==> src/hw/timer_b_cfg.svh <==
// offsets, field positions, reset values and timing counts of timer b
`ifndef TIMER_B_CFG_SVH
`define TIMER_B_CFG_SVH

// register indices; byte address is four times the index
`define TB_IDX_PIN_FUNC 6'h0a
`define TB_IDX_CLK_GATE 6'h0d
`define TB_IDX_CLK_MODE 6'h10
`define TB_IDX_OUT_EDGE 6'h11
`define TB_IDX_LOAD_LOW 6'h12
`define TB_IDX_LOAD_HIGH 6'h13

// field positions
`define TB_PIN_EVENT_BIT 0
`define TB_PIN_WAVE_BIT 3
`define TB_GATE_STOP_BIT 0

// reset values
`define TB_RST_NIBBLE 4'h0
`define TB_RST_MODE 3'h0
`define TB_RST_COUNT 8'h00

// count limits
`define TB_COUNT_TOP 8'hff
`define TB_FREE_START 8'h00

// prescaled input periods in instruction cycles, clock select codes 0..6
`define TB_PER_SEL0 12'h800
`define TB_PER_SEL1 12'h200
`define TB_PER_SEL2 12'h080
`define TB_PER_SEL3 12'h020
`define TB_PER_SEL4 12'h008
`define TB_PER_SEL5 12'h004
`define TB_PER_SEL6 12'h002
`define TB_SEL_EVENT 3'h7

// instructions to wait before a clock/reload mode write takes effect
`define TB_MODE_DELAY_INSTR 2

`endif

==> src/hw/timer_b_pkg.sv <==
// types shared by the timer b design files
package timer_b_pkg;

    typedef enum logic [1:0] {
        EDGE_FALL,
        EDGE_RISE,
        EDGE_BOTH,
        EDGE_FALL_ALT
    } edge_sel_t;

    typedef struct packed {
        logic reload;
        logic [2:0] clkSel;
    } clk_mode_t;

    typedef struct packed {
        logic pwm;
        edge_sel_t edgeSel;
    } out_edge_t;

endpackage

==> src/hw/timer_b_prescaler.sv <==
// input clock selection: prescaler taps or external event edges
`timescale 1ns/10ps
`include "timer_b_cfg.svh"

module timer_b_prescaler (
    input wire logic clk_sys,
    input wire logic arst_n,
    input wire logic run,
    input wire logic [2:0] clkSel,
    input wire timer_b_pkg::edge_sel_t edgeSel,
    input wire logic eventEnable,
    input wire logic eventIn,
    output logic tick
);
    logic [10:0] div_q;
    logic eventPrev_q;
    logic [11:0] period;
    logic [10:0] mask;
    wire rise = eventIn & ~eventPrev_q;
    wire fall = ~eventIn & eventPrev_q;
    logic edgeHit;

    always_comb begin
        case (clkSel)
            3'h0: period = `TB_PER_SEL0;
            3'h1: period = `TB_PER_SEL1;
            3'h2: period = `TB_PER_SEL2;
            3'h3: period = `TB_PER_SEL3;
            3'h4: period = `TB_PER_SEL4;
            3'h5: period = `TB_PER_SEL5;
            3'h6: period = `TB_PER_SEL6;
            default: period = `TB_PER_SEL6;
        endcase
    end

    assign mask = 11'(period - 12'h001);

    always_comb begin
        case (edgeSel)
            timer_b_pkg::EDGE_RISE: edgeHit = rise;
            timer_b_pkg::EDGE_BOTH: edgeHit = rise | fall;
            default: edgeHit = fall;
        endcase
    end

    assign tick = run & ((clkSel == `TB_SEL_EVENT) ? (eventEnable & edgeHit)
                                                   : ((div_q & mask) == mask));

    // prescaler stops with the module clock in standby
    always_ff @(posedge clk_sys or negedge arst_n) begin
        if (!arst_n) begin
            div_q <= 11'h000;
            eventPrev_q <= 1'b0;
        end else if (run) begin
            div_q <= div_q + 11'h001;
            eventPrev_q <= eventIn;
        end
    end
endmodule

==> src/hw/timer_b_wave_out.sv <==
// timer output waveform: toggle or pwm
`timescale 1ns/10ps
`include "timer_b_cfg.svh"

module timer_b_wave_out (
    input wire logic clk_sys,
    input wire logic arst_n,
    input wire logic overflow,
    input wire logic [7:0] count,
    input wire logic [7:0] loadValue,
    input wire logic pwm,
    input wire logic reload,
    output logic waveOut
);
    logic waveOut_q;
    logic [7:0] duty_q;
    logic waveOut_d;

    always_comb begin
        waveOut_d = waveOut_q;
        if (!pwm) begin
            if (overflow) waveOut_d = ~waveOut_q;
        end else if (reload) begin
            waveOut_d = (count == `TB_COUNT_TOP);
        end else begin
            waveOut_d = (count >= duty_q);
        end
    end

    always_ff @(posedge clk_sys or negedge arst_n) begin
        if (!arst_n) begin
            waveOut_q <= 1'b0;
            duty_q <= `TB_RST_COUNT;
        end else begin
            waveOut_q <= waveOut_d;
            if (overflow) duty_q <= loadValue;
        end
    end

    assign waveOut = waveOut_q;
endmodule

==> src/hw/timer_b_register_interface.sv <==
// 8-bit up-counting timer b with its apb register file
//
// Decided for this implementation: the APB interface to the registers.
`timescale 1ns/10ps
`include "timer_b_cfg.svh"

// How it works
// - clock select picks prescaled 2048..2 cycle periods, all-ones picks event pin
// - 3-bit write-only mode register sets output mode and event edge; resets to zero
// - reset clears lower load nibble; upper load nibble is cleared too, for determinism
// - upper load nibble write loads the counter with it and the stored lower nibble at once, except in standby or in pwm without reload
// - lower load nibble persists, so a lone upper write reloads the counter
// - reading upper count nibble returns it and latches the lower nibble
// - lower count read returns the latched nibble, giving a consistent byte
// - write-only pin function register routes shared pins; resets to zero
// - write-only module standby register gates the timer clock; resets to running
// - toggle mode inverts the output on the clock after the count wraps from ff
// - clock and reload mode writes take effect two instructions later
// - standby bit zero halts the timer; mode registers keep their values
// - pwm without reload takes new duty next frame; with reload restarts at once
module timer_b_register_interface (
    input wire logic clk_sys,
    input wire logic arst_n,
    input wire logic psel,
    input wire logic penable,
    input wire logic pwrite,
    input wire logic [7:0] paddr,
    input wire logic [31:0] pwdata,
    output logic [31:0] prdata,
    output logic pready,
    output logic pslverr,
    input wire logic eventPinIn,
    output logic eventFuncSel,
    output logic waveOut,
    output logic waveOutEn,
    output logic overflowPulse
);
    localparam int ModeDelay = `TB_MODE_DELAY_INSTR;

    // software visible registers
    logic [3:0] pinFunc_q;
    logic [3:0] clkGate_q;
    timer_b_pkg::out_edge_t outEdge_q;
    logic [3:0] loadLow_q;
    logic [3:0] loadHigh_q;
    timer_b_pkg::clk_mode_t modeAct_q;
    timer_b_pkg::clk_mode_t modeStage_q [ModeDelay];

    // count and read path
    logic [7:0] count_q;
    logic [7:0] count_d;
    logic [3:0] readLowHold_q;
    logic [3:0] pendLow_q;
    logic pendCapture_q;
    logic [31:0] prdata_q;
    logic overflow_q;

    // apb decode
    wire [5:0] regIdx = paddr[7:2];
    wire setupPhase = psel & ~penable;
    wire accessPhase = psel & penable;
    wire wrEn = accessPhase & pwrite;
    wire hitPinFunc = (regIdx == `TB_IDX_PIN_FUNC);
    wire hitClkGate = (regIdx == `TB_IDX_CLK_GATE);
    wire hitClkMode = (regIdx == `TB_IDX_CLK_MODE);
    wire hitOutEdge = (regIdx == `TB_IDX_OUT_EDGE);
    wire hitLoadLow = (regIdx == `TB_IDX_LOAD_LOW);
    wire hitLoadHigh = (regIdx == `TB_IDX_LOAD_HIGH);
    wire mapped = hitPinFunc | hitClkGate | hitClkMode | hitOutEdge | hitLoadLow
                  | hitLoadHigh;
    wire aligned = (paddr[1:0] == 2'b00);
    wire okAccess = mapped & aligned;
    wire wrLoadLow = wrEn & okAccess & hitLoadLow;
    wire wrLoadHigh = wrEn & okAccess & hitLoadHigh;
    wire rdSetupHigh = setupPhase & ~pwrite & aligned & hitLoadHigh;

    wire run = ~clkGate_q[`TB_GATE_STOP_BIT];
    wire tick;
    wire [7:0] loadValue = {loadHigh_q, loadLow_q};
    wire [7:0] newLoad = {pwdata[3:0], loadLow_q};
    wire pwmFreeRun = outEdge_q.pwm & ~modeAct_q.reload;
    // free-running pwm keeps the frame, duty waits for overflow
    wire loadNow = wrLoadHigh & ~pwmFreeRun;
    wire atTop = (count_q == `TB_COUNT_TOP);
    wire wrap = run & tick & atTop & ~loadNow;

    // zero wait states; the answer is always ready in the access phase
    assign pready = 1'b1;
    assign pslverr = accessPhase & ~okAccess;
    assign prdata = prdata_q;

    assign eventFuncSel = pinFunc_q[`TB_PIN_EVENT_BIT];
    assign waveOutEn = pinFunc_q[`TB_PIN_WAVE_BIT];
    assign overflowPulse = overflow_q;

    timer_b_prescaler i_timer_b_prescaler (
        .clk_sys(clk_sys),
        .arst_n(arst_n),
        .run(run),
        .clkSel(modeAct_q.clkSel),
        .edgeSel(outEdge_q.edgeSel),
        .eventEnable(eventFuncSel),
        .eventIn(eventPinIn),
        .tick(tick)
    );

    timer_b_wave_out i_timer_b_wave_out (
        .clk_sys(clk_sys),
        .arst_n(arst_n),
        .overflow(overflow_q),
        .count(count_q),
        .loadValue(loadValue),
        .pwm(outEdge_q.pwm),
        .reload(modeAct_q.reload),
        .waveOut(waveOut)
    );

    always_ff @(posedge clk_sys or negedge arst_n) begin
        if (!arst_n) begin
            pinFunc_q <= `TB_RST_NIBBLE;
            clkGate_q <= `TB_RST_NIBBLE;
            outEdge_q <= `TB_RST_MODE;
        end else if (wrEn & okAccess) begin
            if (hitPinFunc) pinFunc_q <= pwdata[3:0];
            if (hitClkGate) clkGate_q <= pwdata[3:0];
            if (hitOutEdge) outEdge_q <= pwdata[2:0];
        end
    end

    // lower nibble resets, upper nibble cleared only for determinism
    always_ff @(posedge clk_sys or negedge arst_n) begin
        if (!arst_n) begin
            loadLow_q <= `TB_RST_NIBBLE;
            loadHigh_q <= `TB_RST_NIBBLE;
        end else begin
            // lower write only stores the nibble
            if (wrLoadLow) loadLow_q <= pwdata[3:0];
            if (wrLoadHigh) loadHigh_q <= pwdata[3:0];
        end
    end

    // mode write passes a delay line, one stage per instruction
    always_ff @(posedge clk_sys or negedge arst_n) begin
        if (!arst_n) begin
            for (int i = 0; i < ModeDelay; i++) begin
                modeStage_q[i] <= 4'h0;
            end
            modeAct_q <= 4'h0;
        end else begin
            modeStage_q[0] <= modeStage_q[0];
            if (wrEn & okAccess & hitClkMode) modeStage_q[0] <= pwdata[3:0];
            for (int i = 1; i < ModeDelay; i++) begin
                modeStage_q[i] <= modeStage_q[i-1];
            end
            modeAct_q <= modeStage_q[ModeDelay-1];
        end
    end

    always_comb begin
        count_d = count_q;
        if (!run) begin
            count_d = count_q;
        end else if (loadNow) begin
            // upper write loads the full byte
            count_d = newLoad;
        end else if (tick) begin
            // count up, wrap to load value or zero
            if (atTop) begin
                count_d = modeAct_q.reload ? loadValue : `TB_FREE_START;
            end else begin
                count_d = count_q + 8'h01;
            end
        end
    end

    always_ff @(posedge clk_sys or negedge arst_n) begin
        if (!arst_n) begin
            count_q <= `TB_RST_COUNT;
            overflow_q <= 1'b0;
        end else begin
            count_q <= count_d;
            overflow_q <= wrap;
        end
    end

    // read data is sampled in the setup phase so prdata comes from a flop;
    // the low nibble is snapped in the same cycle as the high nibble
    always_ff @(posedge clk_sys or negedge arst_n) begin
        if (!arst_n) begin
            prdata_q <= 32'h0000_0000;
            pendLow_q <= `TB_RST_NIBBLE;
            pendCapture_q <= 1'b0;
        end else if (setupPhase) begin
            prdata_q <= 32'h0000_0000;
            pendCapture_q <= rdSetupHigh;
            // upper read returns live upper nibble
            if (rdSetupHigh) begin
                prdata_q <= {28'h000_0000, count_q[7:4]};
                pendLow_q <= count_q[3:0];
            end
            // lower read returns the latched nibble
            if (~pwrite & aligned & hitLoadLow) begin
                prdata_q <= {28'h000_0000, readLowHold_q};
            end
        end
    end

    // latch commits at the access edge that ends the upper read
    always_ff @(posedge clk_sys or negedge arst_n) begin
        if (!arst_n) begin
            readLowHold_q <= `TB_RST_NIBBLE;
        end else if (accessPhase & pendCapture_q) begin
            readLowHold_q <= pendLow_q;
        end
    end
endmodule

==> config.mk <==
export PLATFORM = sky130hd
export DESIGN_NAME = timer_b_register_interface
export DESIGN_NICKNAME = d
export VERILOG_FILES = /design/src/hw/timer_b_pkg.sv /design/src/hw/timer_b_prescaler.sv /design/src/hw/timer_b_wave_out.sv /design/src/hw/timer_b_register_interface.sv
export VERILOG_INCLUDE_DIRS = /design/src /design/src/hw
export SDC_FILE = /design/constraint.sdc
export NUM_CORES = 1
export LEC_CHECK = 0
export ABC_AREA = 1
export ABC_CLOCK_PERIOD_IN_PS = 4900
export BUFFER_PORTS_ARGS = -buffer_cell sky130_fd_sc_hd__buf_4
export CORE_MARGIN = 3
export CORE_UTILIZATION = 55
export CTS_CLUSTER_DIAMETER = 100
export DETAILED_ROUTE_END_ITERATION = 6
export GPL_TIMING_DRIVEN = 0
export PLACE_DENSITY = 0.79
export SYNTH_ARGS = -nofsm -noshare
export SYNTH_HDL_FRONTEND = slang
export SYNTH_SLANG_ARGS = --single-unit
==> constraint.sdc <==
create_clock -name clk_sys -period 4.9 [get_ports clk_sys]
set_input_delay 0.735 -clock clk_sys [delete_from_list [all_inputs] [get_ports clk_sys]]
set_output_delay 0.735 -clock clk_sys [all_outputs]
set_load 0.01 [all_outputs]
==> flow_summary.yaml <==
synth:
  syn_inst: 466
  ys_seq_area_frac: 0.4541
  synth-warning-count: 0
  async_flop_share: 1.000
  synth_area_um2: 3802
  synth_commonest_cells: "127 x nand2_1, 69 x dfrtp_1, 51 x inv_1"
  synth_cell_types: 35
  synth-seq-cells: 69
  synth_top_area_frac: 0.4541
  synth_most_common_cell: "nand2_1"
  synth_top_cell_by_area: "dfrtp_1"
  ys.flop_type: "dfrtp_1"
  synth.area.top_cells: "dfrtp_1 45%, nand2_1 13%, o21ai_0 5.8%"
  syn_avg_cell_area_um2: 8.160
  synth_edf_count: 0
critical_path:
  crit_top_cell: "buf_4"
  cpPeakStageDelay_ps: 160
  crit_chain: "buf_4 > nor2_1 > nand3_1 > nand3_2 > a21oi_1 > buf_4"
  cp_max_fo: 3
  crit_type: "input port to output pin"
  critical_path_arrival_ps: 1500
  cp-end-kind: "output pin"
  critPathSlowestCell: "buf_4"
  worstPathRequired_ps: 4160
  start_kind: "input port"
detailed_routing:
  routed_via_density: 4.982
  first_pass_iters: 4
  drc: 0
  wire_per_inst_um: 12.81
  wirelength_mm: 7.842
  vias: 3049
  ant_nets: 0
  drtIter0Drc: 176
cells_and_area:
  fillers: 554
  final_cells: 612
  fin_nets: 591
  multi_input_area_um2: 1733
  drive_above_1_share: 0.1701
  n_antenna_cell: 0
  fin_util: 0.6730
  regArea_um2: 1727
  area_growth_pct: 15.60
clocking:
  hold_buffers: 0
  clockBufferDepth: 2
  root_buffer: "clkbuf_8"
  htreeDepth: 3
  insertion_delay_ps: 340
  postCtsSetupBuffers: 0
  cts.clk_slew.worst_paths_ps: 70
  clock-sinks: 69
  tritoncts: "done"
  cts_resized: 0
  numCtsBuffers: 9
timing:
  skew_ps: 7.035
  rsz0062_at_grt: "false"
  hold_viol_final: 0
  period_share: 0.4561
  drv_slew: 0
  setup_violations: 0
  tns_ps: 0
  period_needed_ps: 2235
  fin_ws_ps: 2665
  worst_pin_slew_ps: 854.6
  relSlewSlack: 0.4303
  max_freq_mhz: 447.4
hold_path:
  hold_path_class: "register to register"
grt:
  grt_usage: 0.2169
  grt_overflow: 0
  grt_use_met3: 0.03318
  grt_most_used_layer: "met2"
  grt_first_pass_wirelength_mm: 13.34
  grt_pass1_vias: 2945
  antenna_found_initial: 0
  grt_use_met2: 0.3389
  use_met1: 0.3026
  grt_max_degree: 70
flow_run:
  drv_cap: 0
place:
  dp_hpwl_mm: 5.762
  place_congestion: 0.9173
  place_inst: 596
  place_ws_ps: 2674
  port_buffers: 26
floorplan:
  core_um2: 6531
  die_w_um: 89.15
  start_util: 0.5822
  rows: 29
  die_h_um: 89.15
  boundaryPins: 84
  fp.dieArea_um2: 7947
pwr:
  p_per_area_nw_per_um2: 252.6
  p_leak_nw: 2.389
  finalPower_mw: 1.110
  peakVddDrop_v: 0.0002137
run_status:
  status: "completed"
[cell type report]
class                           instances  share of cell area
Multi-Input combinational cell        336              0.3942
Sequential cell                        69              0.3928
Buffer                                 36             0.05665
Timing Repair Buffer                   26             0.04441
Inverter                               52             0.04441
Clock buffer                           10             0.03131
Tap cell                               77             0.02192
Clock inverter                          6             0.01423
[cells by family (layout without fill, tap and decap cells)]
| group | count (synthesis) | in the layout | share of synthesized area |
|---|---|---|---|
| AO/OA/AOI/OAI | 74 | 74 | 0.1030 |
| XOR/XNOR | 13 | 13 | 0.02994 |
| adder cells (fa/ha/maj) | 15 | 15 | 0.04936 |
| buffers and inverters | 88 | 130 | 0.1168 |
| flip-flops | 69 | 69 | 0.4541 |
| multiplexers | 3 | 3 | 0.009870 |
| other | 2 | 29 | 0.001975 |
| AND/OR/NAND/NOR | 202 | 202 | 0.2349 |
[sequential cells by signal, summed over array words and instances, names as in the netlist]
signal and cells:
i_timer_b_prescaler.div_q 11, count_q 8, i_timer_b_wave_out.duty_q 8, modeStage_q 8, loadHigh_q 4, loadLow_q 4
modeAct_q 4, pendLow_q 4, prdata 4, readLowHold_q 4, outEdge_q 3, pinFunc_q 2
clkGate_q 1, i_timer_b_prescaler.eventPrev_q 1, i_timer_b_wave_out.waveOut 1, overflowPulse 1, pendCapture_q 1
[metal layers]
layer / wire length [um] / part of all wire / up-vias
met3: 424 / 0.054 / 14
met5: 0 / 0 / -
met2: 3578 / 0.46 / 88
met1: 3698 / 0.47 / 1387
li1: - / - / 1560
met4: 140 / 0.018 / 0
[worst max-delay path: cells and delay by family]
kind / cells / cell delay, ps
buf+inv: 2 / 270
simple gates: 3 / 420
compound gates: 1 / 70
[per-stage QoR]
stage / instance area [um2] / hold WS (ps)
finish: 4395 / 349.4
detailed placement: 4195 / 337.9
global route: 4395 / 360.1
CTS: 4395 / 349.8
global placement: 4195 / 333.2
floorplan: 3904 / 331.2
[final timing paths]
path / depth (start not counted) / endpoint / slack [ps] / from
max: 6 / pslverr / 2670 / paddr[6]
min: 0 / modeAct_q[2]$_DFF_PN0_ / 350 / modeStage_q[2]$_DFF_PN0_
max reg2reg: 11 / count_q[7]$_DFFE_PN0P_ / 2910 / modeAct_q[1]$_DFF_PN0_
min reg2reg: 0 / modeAct_q[2]$_DFF_PN0_ / 350 / modeStage_q[2]$_DFF_PN0_
max in group asynchronous: 1 / loadHigh_q[0]$_DFFE_PN0P_ / 3840 / arst_n
min in group asynchronous: 1 / modeStage_q[5]$_DFFE_PN0P_ / 500 / arst_n
[power breakdown]
| group | internal, mW | switching, mW |
|---|---|---|
| Combinational | 0.0304 | 0.0402 |
| Clock | 0.247 | 0.218 |
| Sequential | 0.572 | 0.00238 |
[layout by cell type, fill, tap and decap left out, drive strengths merged, types with 2 or more instances in the layout]
| master | count |
|---|---|
| nand2 | 130 |
| dfrtp | 69 |
| buf | 59 |
| inv | 52 |
| o21ai | 47 |
| nor2 | 35 |
| conb | 29 |
| nand3 | 25 |
| a21oi | 17 |
| ha | 15 |
| clkbuf | 13 |
| xor2 | 8 |
| nand4 | 7 |
| xnor2 | 5 |
| o22ai | 4 |
| clkinvlp | 3 |
| mux2 | 3 |
| o21a | 2 |
| nor3 | 2 |
| clkinv | 2 |
| nor3b | 2 |
No activity file was read; power rests on OpenSTA's default activity.
